`src/include/eeprom_host_pkg.sv`:
```
// Package of constants and carrier types for the parallel EEPROM page-write host
package eeprom_host_pkg;
    localparam int CLK_MHZ = 125;
    localparam int ADDR_W = 17;
    localparam int PAGE_BYTES = 128;
    localparam int OFFSET_W = 7;
    // Timing figures in their own units
    localparam int STROBE_NS = 250;
    localparam int SETUP_NS = 100;
    localparam int HOLD_NS = 24;
    localparam int LOAD_WINDOW_US = 30;
    localparam int IDLE_US = 100;
    localparam int HOLD_AFTER_MS = 10;
    localparam int WRITE_CYCLE_MS = 15;
    localparam int READ_NS = 300;
    // Derived cycle counts (least times round up)
    localparam int STROBE_CYC = (STROBE_NS * CLK_MHZ + 999) / 1000;
    localparam int SETUP_CYC = (SETUP_NS * CLK_MHZ + 999) / 1000;
    localparam int HOLD_CYC = (HOLD_NS * CLK_MHZ + 999) / 1000;
    localparam int READ_CYC = (READ_NS * CLK_MHZ + 999) / 1000;
    localparam int LOAD_WINDOW_CYC = LOAD_WINDOW_US * CLK_MHZ;
    localparam int IDLE_CYC = IDLE_US * CLK_MHZ;
    localparam int HOLD_AFTER_CYC = HOLD_AFTER_MS * 1000 * CLK_MHZ;
    localparam int WRITE_CYCLE_CYC = WRITE_CYCLE_MS * 1000 * CLK_MHZ;
    localparam int CNT_W = 22;
    // Unlock and cancel sequence addresses and data
    localparam logic [ADDR_W-1:0] SEQ_ADDR_A = 17'h05555;
    localparam logic [ADDR_W-1:0] SEQ_ADDR_B = 17'h02AAA;
    localparam logic [7:0] SEQ_DATA_AA = 8'hAA;
    localparam logic [7:0] SEQ_DATA_55 = 8'h55;
    localparam logic [7:0] SEQ_DATA_80 = 8'h80;
    localparam logic [7:0] SEQ_DATA_A0 = 8'hA0;
    localparam logic [7:0] SEQ_DATA_20 = 8'h20;
    localparam int POLL_BIT = 7;

    // Pin bundle toward the EEPROM
    typedef struct packed {
        logic [ADDR_W-1:0] addr;
        logic [7:0] dq_out;
        logic dq_oe;
        logic chip_sel_n;
        logic out_en_n;
        logic wr_strobe_n;
        logic protect_hold_n;
    } pins_s;

    // User request: one byte of a page, with a flag on the last byte
    typedef struct packed {
        logic [ADDR_W-1:0] addr;
        logic [7:0] data;
        logic last;
    } byte_req_s;
endpackage

```
`src/rtl/eeprom_strobe.sv`:
```
// One byte strobe cycle on the EEPROM pins: setup, low pulse, hold
`timescale 1ns/1ps
module eeprom_strobe
(
    input wire logic clk,
    input wire logic sys_rst,
    input wire logic start,
    input wire logic is_read,
    output logic strobe_low,
    output logic sample,
    output logic done
);
    typedef enum logic [1:0] {ST_IDLE, ST_SETUP, ST_LOW, ST_HOLD} stb_e;
    typedef struct packed {
        stb_e st;
        logic [7:0] cnt;
    } stb_s;
    stb_s s_reg;
    stb_s s_next;

    // Sequence the phases of one strobe
    always_comb
    begin
        s_next = s_reg;
        sample = 1'b0;
        done = 1'b0;
        case (s_reg.st)
            ST_IDLE:
            begin
                if (start)
                begin
                    s_next.st = ST_SETUP;
                    s_next.cnt = 8'(eeprom_host_pkg::SETUP_CYC);
                end
            end
            ST_SETUP:
            begin
                if (s_reg.cnt <= 8'h01)
                begin
                    s_next.st = ST_LOW;
                    s_next.cnt = is_read ? 8'(eeprom_host_pkg::READ_CYC) : 8'(eeprom_host_pkg::STROBE_CYC);
                end
                else
                    s_next.cnt = s_reg.cnt - 8'h01;
            end
            ST_LOW:
            begin
                if (s_reg.cnt <= 8'h01)
                begin
                    sample = is_read; // Read data taken at end of pulse
                    s_next.st = ST_HOLD;
                    s_next.cnt = 8'(eeprom_host_pkg::HOLD_CYC);
                end
                else
                    s_next.cnt = s_reg.cnt - 8'h01;
            end
            ST_HOLD:
            begin
                if (s_reg.cnt <= 8'h01)
                begin
                    done = 1'b1;
                    s_next.st = ST_IDLE;
                end
                else
                    s_next.cnt = s_reg.cnt - 8'h01;
            end
            default: s_next.st = ST_IDLE;
        endcase
    end

    assign strobe_low = (s_reg.st == ST_LOW);

    always_ff @(posedge clk or posedge sys_rst)
    begin
        if (sys_rst)
            s_reg <= '{st: ST_IDLE, cnt: 8'h00};
        else
            s_reg <= s_next;
    end
endmodule // eeprom_strobe

```
`src/rtl/eeprom_page_host.sv`:
```
// Host controller that loads pages into a parallel EEPROM and waits for completion
`timescale 1ns/1ps
module eeprom_page_host
(
    input wire logic clk,
    input wire logic sys_rst,
    input wire logic power_good,
    input wire logic protect_mode,
    input wire logic cancel_req,
    input wire logic req_valid,
    input wire eeprom_host_pkg::byte_req_s req,
    output logic req_ready,
    output eeprom_host_pkg::pins_s pins,
    input wire logic [7:0] dq_in,
    input wire logic ready_busy_n,
    output logic busy,
    output logic done_pulse,
    output logic timeout_pulse
);
    localparam int OFFSET_HI = eeprom_host_pkg::OFFSET_W;
    typedef enum logic [2:0] {S_IDLE, S_PRE, S_WAIT_BYTE, S_LOAD, S_IDLE_WAIT, S_POLL, S_DONE} st_e;
    typedef struct packed {
        st_e st;
        logic [2:0] pre_idx;
        logic cancel;
        logic [eeprom_host_pkg::ADDR_W-1:0] addr;
        logic [eeprom_host_pkg::ADDR_W-OFFSET_HI-1:0] page;
        logic [7:0] data;
        logic last;
        logic poll_bit;
        logic [eeprom_host_pkg::CNT_W-1:0] win_cnt;
        logic [eeprom_host_pkg::CNT_W-1:0] wc_cnt;
        logic [7:0] byte_cnt;
        logic started;
        logic pg_en;
        logic done_p;
        logic to_p;
    } host_s;
    localparam logic [eeprom_host_pkg::CNT_W-1:0] CNT_ONE = 22'h000001;
    host_s s_reg;
    host_s s_next;
    logic stb_start;
    logic stb_read;
    logic stb_low;
    logic stb_sample;
    logic stb_done;

    eeprom_strobe u_strobe
    (
        .clk(clk),
        .sys_rst(sys_rst),
        .start(stb_start),
        .is_read(stb_read),
        .strobe_low(stb_low),
        .sample(stb_sample),
        .done(stb_done)
    );

    // Prefix byte address and data for unlock and cancel sequences
    function automatic logic [eeprom_host_pkg::ADDR_W+7:0] seq_word(input logic [2:0] idx);
        case (idx)
            3'h0: seq_word = {eeprom_host_pkg::SEQ_ADDR_A, eeprom_host_pkg::SEQ_DATA_AA};
            3'h1: seq_word = {eeprom_host_pkg::SEQ_ADDR_B, eeprom_host_pkg::SEQ_DATA_55};
            3'h3: seq_word = {eeprom_host_pkg::SEQ_ADDR_A, eeprom_host_pkg::SEQ_DATA_AA};
            3'h4: seq_word = {eeprom_host_pkg::SEQ_ADDR_B, eeprom_host_pkg::SEQ_DATA_55};
            default: seq_word = {eeprom_host_pkg::SEQ_ADDR_A, eeprom_host_pkg::SEQ_DATA_80};
        endcase
    endfunction

    logic [eeprom_host_pkg::ADDR_W+7:0] pre_word;
    logic [2:0] pre_len;
    always_comb
    begin
        pre_len = s_reg.cancel ? 3'h6 : 3'h3;
        if (s_reg.cancel && s_reg.pre_idx == 3'h5)
            pre_word = {eeprom_host_pkg::SEQ_ADDR_A, eeprom_host_pkg::SEQ_DATA_20};
        else if (!s_reg.cancel && s_reg.pre_idx == 3'h2)
            pre_word = {eeprom_host_pkg::SEQ_ADDR_A, eeprom_host_pkg::SEQ_DATA_A0};
        else
            pre_word = seq_word(s_reg.pre_idx);
    end

    // Main sequencer
    always_comb
    begin
        s_next = s_reg;
        s_next.done_p = 1'b0;
        s_next.to_p = 1'b0;
        stb_start = 1'b0;
        stb_read = 1'b0;
        req_ready = 1'b0;
        s_next.pg_en = power_good;
        if (s_reg.win_cnt != '0)
            s_next.win_cnt = s_reg.win_cnt - CNT_ONE;
        if (s_reg.wc_cnt != '0)
            s_next.wc_cnt = s_reg.wc_cnt - CNT_ONE;
        case (s_reg.st)
            S_IDLE:
            begin
                if (s_reg.pg_en && cancel_req)
                begin
                    s_next.cancel = 1'b1;
                    s_next.pre_idx = 3'h0;
                    s_next.st = S_PRE;
                end
                else if (s_reg.pg_en && req_valid)
                begin
                    s_next.cancel = 1'b0;
                    s_next.pre_idx = 3'h0;
                    s_next.page = req.addr[eeprom_host_pkg::ADDR_W-1:OFFSET_HI];
                    s_next.byte_cnt = 8'h00;
                    s_next.st = protect_mode ? S_PRE : S_WAIT_BYTE;
                end
            end
            S_PRE:
            begin
                if (!s_reg.started)
                begin
                    s_next.addr = pre_word[eeprom_host_pkg::ADDR_W+7:8];
                    s_next.data = pre_word[7:0];
                    stb_start = 1'b1;
                    s_next.started = 1'b1;
                end
                else if (stb_done)
                begin
                    s_next.started = 1'b0;
                    s_next.win_cnt = 22'(eeprom_host_pkg::LOAD_WINDOW_CYC);
                    if (s_reg.pre_idx == pre_len - 3'h1)
                    begin
                        s_next.st = s_reg.cancel ? S_IDLE_WAIT : S_WAIT_BYTE;
                        // Cancel ends with the full idle, strobes high
                        if (s_reg.cancel)
                            s_next.win_cnt = 22'(eeprom_host_pkg::IDLE_CYC);
                    end
                    else
                        s_next.pre_idx = s_reg.pre_idx + 3'h1;
                end
            end
            S_WAIT_BYTE:
            begin
                req_ready = 1'b1;
                if (req_valid)
                begin
                    // Upper lines held to the page, low lines from the request
                    s_next.addr = {s_reg.page, req.addr[OFFSET_HI-1:0]};
                    s_next.data = req.data;
                    s_next.last = req.last || (s_reg.byte_cnt == 8'(eeprom_host_pkg::PAGE_BYTES - 1));
                    s_next.st = S_LOAD;
                end
                else if (s_reg.byte_cnt != 8'h00 && s_reg.win_cnt == 22'(eeprom_host_pkg::SETUP_CYC * 4))
                begin
                    // Window nearly over: close the page rather than miss it
                    s_next.st = S_IDLE_WAIT;
                    s_next.win_cnt = 22'(eeprom_host_pkg::IDLE_CYC);
                end
            end
            S_LOAD:
            begin
                if (!s_reg.started)
                begin
                    stb_start = 1'b1;
                    s_next.started = 1'b1;
                end
                else if (stb_done)
                begin
                    s_next.started = 1'b0;
                    s_next.poll_bit = s_reg.data[eeprom_host_pkg::POLL_BIT];
                    s_next.byte_cnt = s_reg.byte_cnt + 8'h01;
                    if (s_reg.last)
                    begin
                        s_next.st = S_IDLE_WAIT;
                        s_next.win_cnt = 22'(eeprom_host_pkg::IDLE_CYC);
                    end
                    else
                    begin
                        s_next.st = S_WAIT_BYTE;
                        s_next.win_cnt = 22'(eeprom_host_pkg::LOAD_WINDOW_CYC);
                    end
                end
            end
            S_IDLE_WAIT:
            begin
                // Strobes stay high so the device starts programming itself
                if (s_reg.win_cnt <= CNT_ONE)
                begin
                    s_next.st = S_POLL;
                    s_next.wc_cnt = 22'(eeprom_host_pkg::WRITE_CYCLE_CYC);
                end
            end
            S_POLL:
            begin
                if (!s_reg.started)
                begin
                    stb_start = 1'b1;
                    s_next.started = 1'b1;
                end
                else if (stb_done)
                    s_next.started = 1'b0;
                if (stb_sample && (s_reg.cancel || dq_in[eeprom_host_pkg::POLL_BIT] == s_reg.poll_bit) && ready_busy_n)
                begin
                    s_next.last = 1'b0; // Clean finish
                    s_next.st = S_DONE;
                end
                else if (s_reg.wc_cnt == CNT_ONE)
                begin
                    s_next.last = 1'b1; // Marks a timeout until the read ends
                    s_next.st = S_DONE;
                end
                stb_read = 1'b1;
            end
            S_DONE:
            begin
                if (!s_reg.started)
                begin
                    s_next.done_p = !s_reg.last;
                    s_next.to_p = s_reg.last;
                    s_next.st = S_IDLE;
                end
                else if (stb_done)
                    s_next.started = 1'b0;
                stb_read = 1'b1;
            end
            default: s_next.st = S_IDLE;
        endcase
        if (!power_good)
        begin
            // Supply ramping: abandon everything, hold device protected
            s_next.st = S_IDLE;
            s_next.started = 1'b0;
        end
    end

    always_ff @(posedge clk or posedge sys_rst)
    begin
        if (sys_rst)
            s_reg <= '{st: S_IDLE, default: '0};
        else
            s_reg <= s_next;
    end

    // Pin drive: select falls and rises with the write strobe on writes, with output enable on reads
    always_comb
    begin
        pins.addr = s_reg.addr;
        pins.dq_out = s_reg.data;
        pins.dq_oe = (s_reg.st == S_PRE || s_reg.st == S_LOAD) && s_reg.started;
        // Strobes cut with protect/hold so no access outlives it
        pins.chip_sel_n = !(stb_low && s_reg.pg_en);
        pins.wr_strobe_n = !(stb_low && !stb_read && s_reg.pg_en);
        pins.out_en_n = !(stb_low && stb_read && s_reg.pg_en);
        pins.protect_hold_n = s_reg.pg_en && !sys_rst;
    end
    assign busy = (s_reg.st != S_IDLE);
    assign done_pulse = s_reg.done_p;
    assign timeout_pulse = s_reg.to_p;
endmodule // eeprom_page_host

```
`config.mk`:
```
export PLATFORM = sky130hd
export DESIGN_NAME = eeprom_page_host
export DESIGN_NICKNAME = d
export VERILOG_FILES = /design/src/include/eeprom_host_pkg.sv /design/src/rtl/eeprom_strobe.sv /design/src/rtl/eeprom_page_host.sv
export SDC_FILE = /design/constraint.sdc
export NUM_CORES = 1
export LEC_CHECK = 0
export ABC_CLOCK_PERIOD_IN_PS = 5100
export BUFFER_PORTS_ARGS = -buffer_cell sky130_fd_sc_hd__buf_4
export CORE_AREA = 2 2 110 112
export CTS_BUF_LIST = sky130_fd_sc_hd__clkbuf_4 sky130_fd_sc_hd__clkbuf_8
export DETAILED_ROUTE_END_ITERATION = 12
export DIE_AREA = 0 0 112 114
export PLACE_DENSITY = 0.71
export SYNTH_ARGS = -nofsm -noshare
export SYNTH_HDL_FRONTEND = slang
export SYNTH_SLANG_ARGS = --single-unit
```
`constraint.sdc`:
```
create_clock -name clk -period 5.1 [get_ports clk]
set_input_delay 1.02 -clock clk [delete_from_list [all_inputs] [get_ports clk]]
set_output_delay 1.02 -clock clk [all_outputs]
set_load 0.05 [all_outputs]
```
# [Yosys cells after proc, flatten, opt, wreduce, memory -nomap -nowiden]
# Cells that the tools add are included.
[word_totals] reg_bits=110 in_bits=41 out_inout_bits=34 wordCells=200
[classes] addsub=6 n_lt_le_gt_ge=2 n_eq_ne=46 n_mux=77 n_bitwise=1 reduce_logical=51
[ops] operator="$mux W22" n=10
[ops] operator="$pmux W22 S3" n=1
[ops] operator="$mux W8" n=7
[ops] operator="$mux W23" n=2
[ops] operator="$pmux W23 S2" n=1
[ops] operator="$mux W3" n=15
[ops] operator="$reduce_bool A22 Y1" n=2
[ops] operator="$sub A22 B1 Y22 const B" n=2
[ops] operator="$mux W14" n=3
[ops] operator="$pmux W10 S4" n=1
[ops] operator="$mux W17" n=2
[ops] operator="$pmux W17 S2" n=1
[ops] operator="$pmux W8 S2" n=2
[ops] operator="$ne A3 B3 Y1 const B" n=9
[ops] operator="$eq A22 B1 Y1 const B" n=1
[ops] operator="$eq A22 B6 Y1 const B" n=1
[ops] operator="$le A22 B1 Y1 const B" n=1
[ops] operator="$ne A2 B2 Y1 const B" n=11
[ops] operator="$pmux W3 S7" n=1
[ops] operator="$mux W9" n=2
[ops] operator="$eq A3 B3 Y1 const B" n=5
[ops] operator="$mux W1" n=15
[ops] operator="$logic_and A1 B1 Y1" n=14
[ops] operator="$mux W7" n=2
[ops] operator="36 further kinds" n=72

# [Depth between registers and ports, before layout]
[logic_depth] word_depth=10 depth_mapped=10 depth_no_buf=8

# [Hierarchy]
# Synthesis repeated with hierarchy kept, for this count alone.
[unflattened] hier_cells=694 hier_area_um2=6271.0
[modules_own_cells] mod="eeprom_page_host" instances=1 cells_per_inst=587 area_each_um2=5391.4 seq_area_each_um2=2502.4
[modules_own_cells] mod="eeprom_strobe" instances=1 cells_per_inst=107 area_each_um2=879.6 seq_area_each_um2=250.2

# [Worst setup path before layout]
# Ideal clock, no wire load.
[synth_timing] path_type="flip-flop to output port" startpoint="register u_strobe.s_reg[8] (netlist name)" endpoint="output pins[1] (netlist name)" t_arrival_ns=1.751 t_required_ns=4.080 setup_slack_ns=2.329 stages_incl_launch_ff=6 path_buffers=1 path_cell_list="dfrtp_1 -> inv_1 -> ha_1 -> clkbuf_1 -> nand2_1 -> or2_2"
[synth_rtl] item="start: declaration" line="eeprom_strobe.sv:18" rtl="stb_s s_reg;"
[synth_rtl] item="start signal: assignment" line="eeprom_strobe.sv:76" rtl="s_reg <= '{st: ST_IDLE, cnt: 8'h00};"
[synth_rtl] item="start signal: assignment" line="eeprom_strobe.sv:78" rtl="s_reg <= s_next;"
[synth_rtl] item="end: declaration" line="eeprom_page_host.sv:13" rtl="output eeprom_host_pkg::pins_s pins,"

# [Final worst setup path]
[layout_timing] startpoint="register s_reg[98] (netlist name)" endpoint="output req_ready"
[layout_via] elab_chain_len=2
[layout_lines] item="start: declaration" line="eeprom_page_host.sv:40" rtl="host_s s_reg;"
[layout_lines] item="start signal: assignment" line="eeprom_page_host.sv:238" rtl="s_reg <= s_next;"
[layout_lines] item="$eq A3 B2 Y1" line="eeprom_page_host.sv:97" rtl="case (s_reg.st)"
[layout_lines] item="$mux W1" line="eeprom_page_host.sv:97"
[layout_lines] item="end: declaration" line="eeprom_page_host.sv:12" rtl="output logic req_ready,"
# Every way passes these cells.

==> impl_metrics.prom <==
# TYPE chip_impl_metric gauge
chip_impl_info{name="result_of_the_run",value="completed"} 1
chip_impl_metric{name="detailedPlace.worstSlack",unit="ps"} 2240
chip_impl_metric{name="post-dp-hpwl",unit="um"} 9850
chip_impl_info{name="min-delay-path-class",value="reg2reg"} 1
chip_impl_metric{name="syn2layout_area_growth",unit="%"} 10.1
chip_impl_metric{name="wl_per_cell",unit="um"} 15.7
chip_impl_info{name="crit_slowest_cell",value="sky130_fd_sc_hd__dfrtp_1"} 1
chip_impl_metric{name="drive_gt1_share",unit="%"} 17.7
chip_impl_metric{name="use_met2",unit="%"} 36.0
chip_impl_info{name="timing.hold.worst.start",value="u_strobe.s_reg[7]"} 1
chip_impl_metric{name="firstDrtPassIters",unit=""} 5
chip_impl_metric{name="n_antenna_cell",unit=""} 0
chip_impl_metric{name="worst_slew_margin_rel",unit="%"} 34.1
chip_impl_metric{name="fmaxAchievable",unit="MHz"} 306
chip_impl_metric{name="globalplace.congestion",unit=""} 0.908
chip_impl_metric{name="postSynthAreaPerCell",unit="um2"} 9.12
chip_impl_metric{name="synth_nets",unit=""} 750
chip_impl_info{name="critPathLaunchType",value="flip-flop"} 1
chip_impl_info{name="busiest_layer",value="met2"} 1
chip_impl_metric{name="first_global_vias",unit=""} 4875
chip_impl_metric{name="totalWireLength",unit="um"} 13800
chip_impl_metric{name="die_width",unit="um"} 112
chip_impl_metric{name="setup_tns",unit="ps"} 0
chip_impl_metric{name="worstHoldPathCells",unit=""} 1
chip_impl_metric{name="post_synthesis_share_of_cell_area_spent_on_xor_and_xnor_gates",unit="%"} 5.15
chip_impl_metric{name="cp_data_arrival_time",unit="ps"} 2250
chip_impl_metric{name="yosys_register_bits",unit=""} 110
chip_impl_metric{name="clk_pin_slew",unit="ps"} 100
chip_impl_metric{name="final_setup_violating_endpoints",unit=""} 0
chip_impl_metric{name="largest_register_ff_count",unit=""} 73
chip_impl_metric{name="final.period_utilization",unit="%"} 64.1
chip_impl_info{name="synthFlopType",value="sky130_fd_sc_hd__dfrtp_1"} 1
chip_impl_metric{name="drc",unit=""} 0
chip_impl_info{name="critical_path_class",value="reg2out"} 1
chip_impl_metric{name="cts_buffers",unit=""} 9
chip_impl_metric{name="post-layout-total-power",unit="uW"} 4060
chip_impl_metric{name="post-cts-setup-buffer-count",unit=""} 0
chip_impl_metric{name="total_die_area",unit="mm2"} 0.0128
chip_impl_metric{name="worstPathMaxFanout",unit=""} 28
chip_impl_metric{name="hold_violations",unit=""} 0
chip_impl_metric{name="drt.antenna.violating_nets",unit=""} 0
chip_impl_metric{name="max_slew.worst_pin.slew",unit="ps"} 988
chip_impl_metric{name="grt_antenna_before_repair",unit=""} 0
chip_impl_metric{name="synth_area",unit="mm2"} 0.00629
chip_impl_metric{name="clock_path_buffers",unit=""} 2
chip_impl_info{name="holdPathEnd",value="u_strobe.s_reg[7]"} 1
chip_impl_metric{name="ctsResizeCount",unit=""} 0
chip_impl_metric{name="fin_crit",unit="ps"} 3270
chip_impl_metric{name="grt_use_met1",unit="%"} 30.2
chip_impl_metric{name="finalClockSkew",unit="ps"} 10.7
chip_impl_metric{name="synth-adder-area-share",unit="%"} 3.78
chip_impl_metric{name="cpPeakStageDelay",unit="ps"} 790
chip_impl_metric{name="yosysWarnings",unit=""} 0
chip_impl_metric{name="post_synth_num_cell_types",unit=""} 66
chip_impl_metric{name="synth_compound_gate_area_share",unit="%"} 11.8
chip_impl_metric{name="placement.io_buffers",unit=""} 67
chip_impl_metric{name="floorplan.core_area",unit="mm2"} 0.0117
chip_impl_metric{name="floorplan.initialDensity",unit="%"} 53.7
chip_impl_metric{name="power_density",unit="mW/mm2"} 586
chip_impl_info{name="cts_root_buf",value="sky130_fd_sc_hd__clkbuf_8"} 1
chip_impl_metric{name="cts_hold_buffers",unit=""} 0
chip_impl_metric{name="reg2regPathDepth",unit=""} 7
chip_impl_metric{name="cts.sinks",unit=""} 110
chip_impl_metric{name="dr.first_iter.drc_count",unit=""} 526
chip_impl_metric{name="io_pins",unit=""} 75
chip_impl_metric{name="synth_simple_gate_area_share",unit="%"} 26.0
chip_impl_metric{name="gr-usage-met3",unit="%"} 5.37
chip_impl_metric{name="htreeDepth",unit=""} 3
chip_impl_info{name="worst_r2r_startpoint",value="s_reg[34]"} 1
chip_impl_metric{name="maxCapViolCount",unit=""} 0
chip_impl_info{name="rsz0062_at_grt",value="no"} 1
chip_impl_metric{name="nets",unit=""} 783
chip_impl_info{name="crit_path_frequent_cell",value="sky130_fd_sc_hd__buf_4"} 1
chip_impl_metric{name="worst_ep_required_time",unit="ps"} 4080
chip_impl_info{name="synth_top_family_by_area",value="simple AND/OR/NAND/NOR gates"} 1
chip_impl_metric{name="cp.buffers_inverters",unit=""} 3
chip_impl_metric{name="globalRoute.totalOverflow",unit=""} 0
chip_impl_metric{name="finalWorstSetupSlack",unit="ps"} 1830
chip_impl_metric{name="grt_usage",unit="%"} 22.2
chip_impl_info{name="timing.rr.end",value="s_reg[97]"} 1
chip_impl_metric{name="netlist_instances",unit=""} 690
chip_impl_metric{name="grt_start_max_net_pins",unit=""} 81
chip_impl_info{name="cp-end-kind",value="output port"} 1
chip_impl_metric{name="ys_seq_area_share",unit="%"} 43.7
chip_impl_info{name="cts_tree",value="built"} 1
chip_impl_metric{name="num_rows",unit=""} 40
chip_impl_metric{name="yosys-mux-area-fraction",unit="%"} 3.78
chip_impl_metric{name="report.final.slew_viol_count",unit=""} 0
chip_impl_metric{name="vias",unit=""} 5069
chip_impl_metric{name="postSynth.asyncResetShare",unit="%"} 100
chip_impl_metric{name="grt_first_pass_wirelength",unit="um"} 23100
chip_impl_metric{name="max-vdd-ir-drop",unit="V"} 0.000499
chip_impl_metric{name="synth_enable_flop_cells",unit=""} 0
chip_impl_metric{name="avgViaCountPerCell",unit=""} 5.79
chip_impl_info{name="crit_chain",value="nand2b_1 -> or2_0 -> clkinv_1 -> buf_4 -> buf_4"} 1
chip_impl_info{name="critical-path-top-delay-family",value="flip-flops"} 1
chip_impl_metric{name="clock_latency_at_the_later_pin_of_the_worst_skew_pair",unit="ps"} 390
chip_impl_metric{name="p_leak",unit="uW"} 0.00299
chip_impl_metric{name="rrSetupSlack",unit="ps"} 2380
chip_impl_metric{name="die_h",unit="um"} 114
power by group:
part           total [uW]  internal (uW)  switching, uW  leakage (uW)
registers            1560           1200            363       0.00135
clock network         536            237            298      0.000106
logic                1970            731           1230       0.00153
placed cells by master (no fill, tap or decap), drive strengths merged, types with 2 or more instances in the layout:
master,synthesis,layout
a2111oi,2,2
a211oi,3,3
a21boi,4,4
a21oi,43,43
a22o,5,5
a31oi,4,4
and2,5,5
and3,4,4
and4,2,2
buf,32,71
clkbuf,17,14
clkinv,1,3
dfrtp,110,110
ha,19,19
inv,19,19
mux2,14,14
mux2i,8,8
nand2,69,69
nand2b,5,5
nand3,28,28
nand3b,3,3
nand4,7,7
nand4b,3,3
nor2,96,96
nor2b,9,9
nor3,30,30
nor3b,6,6
nor4,15,15
nor4b,3,3
o211ai,3,3
o21a,2,2
o21ai,38,38
o31ai,5,5
or2,6,6
or3,9,9
or4,9,9
or4b,2,2
xnor2,24,24
xor2,13,13
cells in the mapped netlist (all sizes together) (14+ instances only):
library cell | n | area share, %
nor4 | 15 | 2.4
dfrtp | 110 | 44
buf | 32 | 3.5
nor3 | 30 | 2.9
nand2 | 69 | 4.1
nor2 | 96 | 5.7
o21ai | 38 | 3.1
nand3 | 28 | 2.2
inv | 19 | 1.1
xnor2 | 24 | 3.3
clkbuf | 17 | 1.0
mux2 | 14 | 2.5
a21oi | 43 | 3.4
ha | 19 | 3.8
final cells by class:
| class | instances | area, um2 |
|---|---|---|
| Inverter | 20 | 77.6 |
| Clock buffer | 14 | 186 |
| Fill cell | 1026 | 4780 |
| Timing Repair Buffer | 71 | 533 |
| Clock inverter | 2 | 13.8 |
| Multi-Input combinational cell | 511 | 3180 |
| Sequential cell | 110 | 2750 |
| Tap cell | 147 | 184 |
kinds of logic after synthesis:
kind of cell	after synthesis
AO/OA/AOI/OAI	120
XOR/XNOR	37
buffers and inverters	69
AND/OR/NAND/NOR	313
multiplexers	22
adder cells (fa/ha/maj)	19
flip-flops	110
worst max path at each step:
| stage | cells after the start | from | end |
|---|---|---|---|
| after floorplan | 1 | sys_rst | done_pulse |
| after global placement | 5 | s_reg[98] | req_ready |
| after detailed placement | 6 | cancel_req | s_reg[10] |
| after CTS | 5 | s_reg[98] | req_ready |
| after global routing | 5 | s_reg[98] | req_ready |
| final | 5 | s_reg[98] | req_ready |
layer usage:
metal / vias to the layer above / wire length (um) / share of wire (%)
li1: 2455 / - / -
met1: 2455 / 6280 / 46
met2: 141 / 6560 / 48
met3: 18 / 779 / 5.7
met4: 0 / 165 / 1.2
met5: - / 0 / 0
stage by stage:
step | hold WS, ps | std cells | util (%) | area, um2
6_report | 487 | 875 | 59.2 | 6930
5_1_grt | 515 | 875 | 59.2 | 6930
3_5_place_dp | 475 | 859 | 57.5 | 6730
3_3_place_gp | 465 | 859 | 57.5 | 6730
2_1_floorplan | 446 | 690 | - | 6290
4_1_cts | 488 | 875 | 59.2 | 6930
Note: power is estimated with default switching activity, not from simulation.
